$ cat src/uhcm_defines.svh
// constants for the host control modes register block
// assumes inclusion by the package and by every design file
`ifndef UHCM_DEFINES_SVH
`define UHCM_DEFINES_SVH

// ***********************************************
// register placement
// ***********************************************
`define UHCM_CTRL_OFFSET   8'h04
`define UHCM_CTRL_RESET    32'h0000_0000
`define UHCM_READ_ZERO     32'h0000_0000

// ***********************************************
// field positions
// ***********************************************
`define UHCM_BIT_WAKE_EN   10
`define UHCM_BIT_WAKE_CON  9
`define UHCM_BIT_ROUTE     8
`define UHCM_FS_HI         7
`define UHCM_FS_LO         6
`define UHCM_BIT_BULK      5
`define UHCM_BIT_CTRL      4
`define UHCM_BIT_ISO       3
`define UHCM_BIT_PER       2
`define UHCM_RATIO_HI      1
`define UHCM_RATIO_LO      0

// ***********************************************
// timing
// ***********************************************
`define UHCM_FRAME_TIME_NS 1000000
`define UHCM_CLK_PERIOD_NS 8
`define UHCM_FRAME_CYCLES  (`UHCM_FRAME_TIME_NS / `UHCM_CLK_PERIOD_NS)
`define UHCM_CNT_ONE       17'h00001
`define UHCM_CNT_ZERO      17'h00000
`define UHCM_RATIO_ZERO    2'h0
`define UHCM_RATIO_ONE     2'h1
`define UHCM_COUNT_ZERO    3'h0
`define UHCM_COUNT_ONE     3'h1

`endif

$ cat src/uhcm_pkg.sv
// types shared by the host control modes block
// assumes the defines header is on the include path
`include "uhcm_defines.svh"

package uhcm_pkg;

    // functional state encoding as seen in the register
    typedef enum logic [1:0] {
        STATE_RESET       = 2'b00,
        STATE_RESUME      = 2'b01,
        STATE_OPERATIONAL = 2'b10,
        STATE_SUSPEND     = 2'b11
    } uhcm_state_t;

endpackage

$ cat src/uhcm_frame_timer.sv
// frame timer: first frame start one frame period plus one cycle after restart,
// then one start pulse each frame period while running
// assumes restart and run come from the control register block
`timescale 1ns/1ns
`include "uhcm_defines.svh"

module uhcm_frame_timer #(
    parameter int FRAME_CYCLES = `UHCM_FRAME_CYCLES
) (
    input  wire logic sys_clk,
    input  wire logic reset,
    input  wire logic restart,
    input  wire logic run,
    output logic      sofPulse
);
    import uhcm_pkg::*;

    // ***********************************************
    // frame counter
    // ***********************************************
    logic [16:0] count;       // cycles left in the current frame
    logic [16:0] next_count;
    logic        next_sofPulse;

    localparam logic [16:0] LOAD = 17'(FRAME_CYCLES);

    // next values: restart reloads a whole period, so the first start
    // lands one frame plus one cycle after entering operation
    always_comb begin
        next_count    = count;
        next_sofPulse = 1'b0;
        if (restart || !run) begin
            next_count = LOAD;
        end else if (count == `UHCM_CNT_ONE) begin
            next_count    = LOAD;
            next_sofPulse = 1'b1;
        end else begin
            next_count = count - `UHCM_CNT_ONE;
        end
    end

    // registers only
    always_ff @(posedge sys_clk) begin
        if (reset) begin
            count    <= `UHCM_CNT_ZERO;
            sofPulse <= 1'b0;
        end else begin
            count    <= next_count;
            sofPulse <= next_sofPulse;
        end
    end

endmodule

$ cat src/uhcm_control_modes.sv
// host control modes register with functional state machine,
// interrupt routing, wake-up signalling and list enable gating
// assumes a simple register port at the documented offset and list
// engines that request permission before each list they start
//
// Behaviour
// - wake enable and resume detected signal wake-up
// - wake enable never gates hardware interrupts
// - wake connected cleared by hard reset only
// - route bit selects normal or management interrupt
// - route bit cleared by hard reset only
// - state field codes reset resume operational suspend
// - frame starts begin one millisecond after operational
// - hardware changes state only while suspended
// - suspend moves to resume on downstream resume
// - soft reset gives suspend, hard reset gives reset
// - hard reset resets root hub then ports
// - bulk enable takes effect at frame boundary
// - bulk enable sampled at each bulk attempt
// - control enable takes effect at frame boundary
// - iso disabled halts periodic, moves to nonperiodic
// - periodic enable checked before list starts
// - control to bulk ratio count kept across frames
`timescale 1ns/1ns
`include "uhcm_defines.svh"

module uhcm_control_modes #(
    parameter int FRAME_CYCLES = `UHCM_FRAME_CYCLES
) (
    input  wire logic        sys_clk,
    input  wire logic        reset,
    input  wire logic        softReset,
    input  wire logic [7:0]  regAddr,
    input  wire logic        regWrite,
    input  wire logic [31:0] regWdata,
    output logic      [31:0] regRdata,
    input  wire logic        resumeDetected,
    input  wire logic        downstreamResume,
    input  wire logic        statusIrq,
    input  wire logic        controlReq,
    input  wire logic        bulkReq,
    input  wire logic        periodicReq,
    input  wire logic        isoDescSeen,
    input  wire logic        controlServed,
    input  wire logic        bulkServed,
    output logic             hostIrq,
    output logic             smiIrq,
    output logic             remoteWake,
    output logic             rootHubReset,
    output logic             portResetDrive,
    output logic             frameStartFlag,
    output logic             controlGo,
    output logic             bulkGo,
    output logic             periodicGo,
    output logic             isoHalt,
    output logic             pickControl,
    output uhcm_pkg::uhcm_state_t functionalState
);
    import uhcm_pkg::*;

    // ***********************************************
    // register fields and state
    // ***********************************************
    logic        wakeEnable;     // wake_enable_bit
    logic        wakeConnected;  // wake_connected_bit
    logic        routeSelect;    // interrupt_route_select
    logic        bulkEnable;     // bulk_list_enable
    logic        ctrlEnable;     // control list enable
    logic        isoEnable;      // isochronous_enable
    logic        perEnable;      // periodic_list_enable
    logic [1:0]  ratio;          // control_bulk_ratio
    // three bits: at 4:1 the count reaches four and must not wrap to zero
    logic [2:0]  ctrlCount;      // control descriptors served in a row
    logic        frameBulk;      // enables latched at last frame start
    logic        frameCtrl;
    logic        frameIso;
    logic        framePer;
    uhcm_state_t prevState;      // for entry detection
    logic        ctrlHit;        // write strobe to our register

    logic        next_wakeEnable;
    logic        next_wakeConnected;
    logic        next_routeSelect;
    logic        next_bulkEnable;
    logic        next_ctrlEnable;
    logic        next_isoEnable;
    logic        next_perEnable;
    logic [1:0]  next_ratio;
    logic [2:0]  next_ctrlCount;
    uhcm_state_t next_state;
    logic        next_frameBulk;
    logic        next_frameCtrl;
    logic        next_frameIso;
    logic        next_framePer;
    logic [31:0] next_regRdata;
    logic        sofPulse;       // frame start from the timer
    logic        enterOper;      // first cycle in operational

    assign ctrlHit = regWrite && (regAddr == `UHCM_CTRL_OFFSET);

    // ***********************************************
    // register and state next values
    // ***********************************************
    // a software write wins over the autonomous resume move; the
    // driver owns the field whenever it writes it
    always_comb begin
        next_wakeEnable    = wakeEnable;
        next_wakeConnected = wakeConnected;
        next_routeSelect   = routeSelect;
        next_bulkEnable    = bulkEnable;
        next_ctrlEnable    = ctrlEnable;
        next_isoEnable     = isoEnable;
        next_perEnable     = perEnable;
        next_ratio         = ratio;
        next_state         = functionalState;
        if (softReset) begin
            // wake connected and routing survive a soft reset
            next_wakeEnable = 1'b0;
            next_bulkEnable = 1'b0;
            next_ctrlEnable = 1'b0;
            next_isoEnable  = 1'b0;
            next_perEnable  = 1'b0;
            next_ratio      = `UHCM_RATIO_ZERO;
            next_state      = STATE_SUSPEND;
        end else if (ctrlHit) begin
            // every field stored as written
            next_wakeEnable    = regWdata[`UHCM_BIT_WAKE_EN];
            next_wakeConnected = regWdata[`UHCM_BIT_WAKE_CON];
            next_routeSelect   = regWdata[`UHCM_BIT_ROUTE];
            next_bulkEnable    = regWdata[`UHCM_BIT_BULK];
            next_ctrlEnable    = regWdata[`UHCM_BIT_CTRL];
            next_isoEnable     = regWdata[`UHCM_BIT_ISO];
            next_perEnable     = regWdata[`UHCM_BIT_PER];
            next_ratio = regWdata[`UHCM_RATIO_HI:`UHCM_RATIO_LO];
            next_state = uhcm_state_t'(regWdata[`UHCM_FS_HI:`UHCM_FS_LO]);
        end else begin
            // own moves only out of suspend
            unique case (functionalState)
                STATE_SUSPEND: begin
                    if (downstreamResume) begin
                        next_state = STATE_RESUME;
                    end
                end
                STATE_RESET,
                STATE_RESUME,
                STATE_OPERATIONAL: begin
                    next_state = functionalState;
                end
            endcase
        end
    end

    // ***********************************************
    // list enables, ratio count and read data
    // ***********************************************
    // enables are copied at each frame start so setting one lands on the
    // next frame; clearing one acts at once through the live bit gating
    always_comb begin
        next_frameBulk = frameBulk;
        next_frameCtrl = frameCtrl;
        next_frameIso  = frameIso;
        next_framePer  = framePer;
        next_ctrlCount = ctrlCount;
        if (sofPulse) begin
            next_frameBulk = bulkEnable;
            next_frameCtrl = ctrlEnable;
            next_frameIso  = isoEnable;
            next_framePer  = perEnable;
        end
        // count not touched by frame starts
        if (bulkServed) begin
            next_ctrlCount = `UHCM_COUNT_ZERO;
        end else if (controlServed && pickControl) begin
            next_ctrlCount = ctrlCount + `UHCM_COUNT_ONE;
        end
        // reads have no side effect; one cycle latency
        next_regRdata = `UHCM_READ_ZERO;
        if (regAddr == `UHCM_CTRL_OFFSET) begin
            next_regRdata[`UHCM_BIT_WAKE_EN]  = wakeEnable;
            next_regRdata[`UHCM_BIT_WAKE_CON] = wakeConnected;
            next_regRdata[`UHCM_BIT_ROUTE]    = routeSelect;
            next_regRdata[`UHCM_FS_HI:`UHCM_FS_LO] = functionalState;
            next_regRdata[`UHCM_BIT_BULK]     = bulkEnable;
            next_regRdata[`UHCM_BIT_CTRL]     = ctrlEnable;
            next_regRdata[`UHCM_BIT_ISO]      = isoEnable;
            next_regRdata[`UHCM_BIT_PER]      = perEnable;
            next_regRdata[`UHCM_RATIO_HI:`UHCM_RATIO_LO] = ratio;
        end
    end

    // registers only; hard reset clears connected and routing
    always_ff @(posedge sys_clk) begin
        if (reset) begin
            wakeEnable      <= 1'b0;
            wakeConnected   <= 1'b0;
            routeSelect     <= 1'b0;
            bulkEnable      <= 1'b0;
            ctrlEnable      <= 1'b0;
            isoEnable       <= 1'b0;
            perEnable       <= 1'b0;
            ratio           <= `UHCM_RATIO_ZERO;
            functionalState <= STATE_RESET;
            prevState       <= STATE_RESET;
            frameBulk       <= 1'b0;
            frameCtrl       <= 1'b0;
            frameIso        <= 1'b0;
            framePer        <= 1'b0;
            ctrlCount       <= `UHCM_COUNT_ZERO;
            regRdata        <= `UHCM_CTRL_RESET;
            rootHubReset    <= 1'b1;
        end else begin
            wakeEnable      <= next_wakeEnable;
            wakeConnected   <= next_wakeConnected;
            routeSelect     <= next_routeSelect;
            bulkEnable      <= next_bulkEnable;
            ctrlEnable      <= next_ctrlEnable;
            isoEnable       <= next_isoEnable;
            perEnable       <= next_perEnable;
            ratio           <= next_ratio;
            functionalState <= next_state;
            prevState       <= functionalState;
            frameBulk       <= next_frameBulk;
            frameCtrl       <= next_frameCtrl;
            frameIso        <= next_frameIso;
            framePer        <= next_framePer;
            ctrlCount       <= next_ctrlCount;
            regRdata        <= next_regRdata;
            rootHubReset    <= 1'b0;
        end
    end

    // ***********************************************
    // frame generation
    // ***********************************************
    // entry from any other state restarts the one frame delay
    assign enterOper = (functionalState == STATE_OPERATIONAL)
                    && (prevState != STATE_OPERATIONAL);

    uhcm_frame_timer #(
        .FRAME_CYCLES (FRAME_CYCLES)
    ) uhcm_frame_timer_inst (
        .sys_clk  (sys_clk),
        .reset    (reset),
        .restart  (enterOper),
        .run      (functionalState == STATE_OPERATIONAL),
        .sofPulse (sofPulse)
    );

    // ***********************************************
    // outputs
    // ***********************************************
    // wake enable takes no part in the interrupt path
    assign hostIrq = statusIrq && !routeSelect;
    assign smiIrq  = statusIrq && routeSelect;
    assign remoteWake = wakeEnable && resumeDetected;
    // ports are driven into reset only after the root hub pulse
    assign portResetDrive = (functionalState == STATE_RESET)
                         && !rootHubReset;
    assign frameStartFlag = sofPulse;
    // live bit checked on every attempt, frame copy gives boundary
    assign bulkGo     = bulkReq && bulkEnable && frameBulk;
    assign controlGo  = controlReq && ctrlEnable && frameCtrl;
    assign periodicGo = periodicReq && perEnable && framePer;
    assign isoHalt    = isoDescSeen && !(isoEnable && frameIso);
    // keep serving control until ratio plus one served
    assign pickControl = (ctrlCount <= {1'b0, ratio});

    // ***********************************************
    // checks
    // ***********************************************
    wake_signal_a: assert property (@(posedge sys_clk) disable iff (reset)
        remoteWake == (wakeEnable && resumeDetected))
        else $error("remote wake does not follow enable and resume");
    irq_nowake_a: assert property (@(posedge sys_clk) disable iff (reset)
        statusIrq |-> (hostIrq || smiIrq))
        else $error("status event lost from interrupt outputs");
    soft_keep_a: assert property (@(posedge sys_clk) disable iff (reset)
        softReset |=> $stable(wakeConnected) && $stable(routeSelect)
        && functionalState == STATE_SUSPEND)
        else $error("soft reset altered kept bits or state");
    irq_route_a: assert property (@(posedge sys_clk) disable iff (reset)
        statusIrq |-> (smiIrq == routeSelect) && (hostIrq != smiIrq))
        else $error("interrupt sent to wrong destination");
    route_write_a: assert property (@(posedge sys_clk) disable iff (reset)
        ctrlHit && !softReset |=>
        routeSelect == $past(regWdata[`UHCM_BIT_ROUTE]))
        else $error("route bit not held as written");
    state_auto_a: assert property (@(posedge sys_clk) disable iff (reset)
        !ctrlHit && !softReset && functionalState != STATE_SUSPEND
        |=> $stable(functionalState))
        else $error("state changed by hardware outside suspend");
    resume_move_a: assert property (@(posedge sys_clk) disable iff (reset)
        functionalState == STATE_SUSPEND && downstreamResume
        && !ctrlHit && !softReset |=> functionalState == STATE_RESUME)
        else $error("no move to resume from suspend");
    first_sof_a: assert property (@(posedge sys_clk) disable iff (reset)
        enterOper |-> !sofPulse [*2])
        else $error("frame start too soon after entering operation");
    bulk_gate_a: assert property (@(posedge sys_clk) disable iff (reset)
        bulkGo |-> bulkEnable && frameBulk)
        else $error("bulk granted while disabled");
    ratio_pick_a: assert property (@(posedge sys_clk) disable iff (reset)
        sofPulse && !bulkServed && !controlServed |=> $stable(ctrlCount))
        else $error("ratio count lost at frame boundary");
    iso_halt_a: assert property (@(posedge sys_clk) disable iff (reset)
        isoDescSeen && !isoEnable |-> isoHalt)
        else $error("iso descriptor processed while disabled");

endmodule

$ cat config.mk
export PLATFORM = sky130hd
export DESIGN_NAME = uhcm_control_modes
export DESIGN_NICKNAME = d
export VERILOG_FILES = /design/src/uhcm_pkg.sv /design/src/uhcm_frame_timer.sv /design/src/uhcm_control_modes.sv
export VERILOG_INCLUDE_DIRS = /design/src
export SDC_FILE = /design/constraint.sdc
export NUM_CORES = 1
export LEC_CHECK = 0
export BUFFER_PORTS_ARGS = -buffer_cell sky130_fd_sc_hd__buf_2
export CORE_UTILIZATION = 40
export CTS_CLUSTER_DIAMETER = 50
export DETAILED_ROUTE_END_ITERATION = 8
export PLACE_DENSITY = 0.81
export SLEW_MARGIN = 25
export SYNTH_ARGS = -nofsm -noshare
export SYNTH_HDL_FRONTEND = slang
export SYNTH_SLANG_ARGS = --single-unit
export TNS_END_PERCENT = 10
$ cat constraint.sdc
create_clock -name sys_clk -period 3.2 [get_ports sys_clk]
set_input_delay 0.48 -clock sys_clk [delete_from_list [all_inputs] [get_ports sys_clk]]
set_output_delay 0.48 -clock sys_clk [all_outputs]
set_load 0.01 [all_outputs]
==> run summary <==
outcome: completed
CTS Buf Count: 5
syn avg cell area: 9.73 µm²
Clock Root Buffer: clkbuf_8
Worst Tran Pin Value: 0.830 ns
Synth top area share: 45.1%
I/O Buffers: 55
Post-route DRC: 0
Final HPWL DP: 3030 µm
crit end category: primary output
sequential area share after synthesis: 45.1%
post-cts sizing count: 0
die area: 0.00585 mm²
reg-to-reg endpoint: uhcm_frame_timer_inst.count[3]
final period utilization: 64.3%
Die W: 76.5 µm
Top FF cell, synth: dfxtp_1
RSZ-0062 raised after global routing: no
post-synthesis register bit count: 50
Area Overhead vs Synth: 15.3%
Final Net Count: 340
Yosys top cell by area: dfxtp_1
fin crit period: 2.06 ns
largest net degree at the start of global routing: 25
drt total wl: 4040 µm
Critical Path End: pickControl
number of I/O pins: 98
Routed WL per cell: 11.5 µm
# setup viols final: 0
# Post-CTS Setup Buffers: 0
clock skew: 0.0110 ns
Pleak: 1.18 nW
Warnings, synthesis: 0
Data arrival, critical path: 1.58 ns
Sink Count: 50
Setup CP Type: reg -> out
CP startpoint kind: register
H-tree depth: 2
Rows: 26
post-layout util: 48.8%
Worst Hold Class: in -> reg
GP Congestion: 0.721
clk_lat worst skew: 0.30 ns
Max Cap Viol: 0
Area contributors post-synth: dfxtp_1 45%, buf_4 7.1%, mux2i_1 6.3%
Mapped Cells: 228
final worst slack: 1.14 ns
Post-synth EDFFs: 0
synthesized cell area: 0.00222 mm²
post-synthesis async set-or-reset flop share: 0%
Setup TNS Final: 0 ns
CTS tree: built
routed vias/inst: 4.65
Crit Reg-Reg Startpoint: uhcm_frame_timer_inst.count[1]
Pwr Density: 437 mW/mm²
dpl ws: 0.974 ns
vias in the first global route: 1,459
first drt pass iteration count: 4
WP data required: 2.72 ns
Worst R2R Path Depth: 6
Longest Clk Path Bufs: 2
Core Area: 0.00524 mm²
Fill cells: 481
Slew HR: 44.6%
Register-to-Register Setup Slack: 1.33 ns
DRT iter0 DRCs: 52
GRT Util Overall: 13.9%
CTS clock-pin slew for the worst setup and hold paths: 0.10 ns
Chip Height: 76.5 µm
vias: 1,640
Slew Limit Fails: 0
Routed Antenna Nets: 0
worst hold slack: 0.404 ns
hold_buf cts: 0
Initial Utilization: 42.4%
Peak VDD IR: 0.183 mV
Ant. Diodes: 0
post-synthesis cell type count: 42
share of cells above drive strength 1: 27.9%
total gr overflow: 0
initial antenna violation count: 0
Critical Path Start: ratio[1]
Hold Violations, Final: 0
first-pass GRT wire length: 6490 µm
Critical Path Fanout Max: 3
Highest Clock Rate: 486 MHz
-- cell type report --
type                    count  area (µm²)  area share (%)
multi-input cells         165        1080            42.2
flip-flops and latches     50        1000            39.1
repair buffers             55         275            10.8
well taps                  70        87.6            3.42
clock buffers               5        68.8            2.69
clock inverters             3        26.3            1.03
inverters                   5        18.8           0.734
-- power by group --
group / internal (mW) / switching [mW]
Clock: 0.161 / 0.213
Combinational: 0.0429 / 0.0577
Sequential: 0.633 / 0.0118
-- Yosys cell counts, types with 2 or more instances --
| cell type | count |
|---|---|
| nor2_1 | 32 |
| a21oi_1 | 3 |
| o21ai_0 | 3 |
| buf_4 | 21 |
| or2_2 | 2 |
| and3_1 | 3 |
| nor4_1 | 3 |
| nand2_1 | 6 |
| buf_1 | 3 |
| nand4_1 | 6 |
| a21oi_2 | 6 |
| a31oi_1 | 2 |
| mux2i_1 | 14 |
| ha_1 | 5 |
| nor4_2 | 2 |
| nor2b_1 | 6 |
| nor3_1 | 5 |
| inv_1 | 5 |
| xor2_1 | 9 |
| xnor2_1 | 5 |
| nand3_1 | 6 |
| and2_1 | 12 |
| dfxtp_1 | 50 |
-- cell families (layout without fill, tap and decap cells) --
family	Yosys count	after routing	share of synthesized area (%)
simple gates	93	93	24.2
flops	50	50	45.1
buf+inv	33	68	9.59
compound gates	18	18	6.26
xor+xnor	14	14	5.53
mux	14	14	6.32
fa+ha+maj	5	5	2.82
other cells	1	21	0.169
-- critical path, cell delays in order, from the launching register on --
cell and delay, ns:
dfxtp_1 0.34, inv_1 0.06, ha_1 0.30, nor2b_1 0.15
o21a_1 0.20, nor2_1 0.10, buf_2 0.14
-- routing by layer --
metal	up-vias	routed length [µm]	track usage, %	part of all wire, %
met5	-	0	0	0
met4	0	44	6.35	1.1
met3	4	192	3.47	4.8
met2	57	1940	23.6	48
met1	742	1870	16.4	46
li1	837	-	-	-
-- worst min-delay path by stage --
stage                       end  slack (ns)           from  depth (start not counted)
floorplan           regRdata[9]        0.43  wakeConnected                          1
global placement    regRdata[9]        0.44  wakeConnected                          1
detailed placement  regRdata[9]        0.46  wakeConnected                          1
CTS                  wakeEnable        0.40   regWdata[10]                          3
global route         ctrlEnable        0.39    regWdata[4]                          3
finish               wakeEnable        0.40   regWdata[10]                          3
-- sequential cells by signal, indices dropped and copies added, names as in the netlist, 2 cells and up --
| signal | count |
|---|---|
| prevState | 2 |
| regRdata | 11 |
| ratio | 2 |
| uhcm_frame_timer_inst.count | 17 |
| functionalState | 2 |
| ctrlCount | 3 |
-- metrics by stage --
stage	instances	power, mW	instance area, µm²
final	353	1.12	2560
after detailed placement	345	0.759	2460
after global placement	345	0.755	2460
after CTS	353	1.14	2560
after global routing	353	1.18	2560
after floorplan	248	0.742	2290
-- cell usage in the layout (no fill, tap or decap), drive strengths merged --
master / instances
a21boi: 1
a21oi: 9
a31oi: 3
and2: 12
and3: 3
buf: 55
clkbuf: 5
clkinv: 1
conb: 21
dfxtp: 50
ha: 5
inv: 7
mux2i: 14
nand2: 6
nand2b: 1
nand3: 6
nand4: 7
nand4b: 1
nand4bb: 1
nor2: 32
nor2b: 6
nor3: 5
nor3b: 1
nor4: 6
nor4b: 2
o21a: 1
o21ai: 3
o31ai: 1
or2: 2
or3: 1
or4: 1
xnor2: 5
xor2: 9
Power figures use the tool's default switching activity.
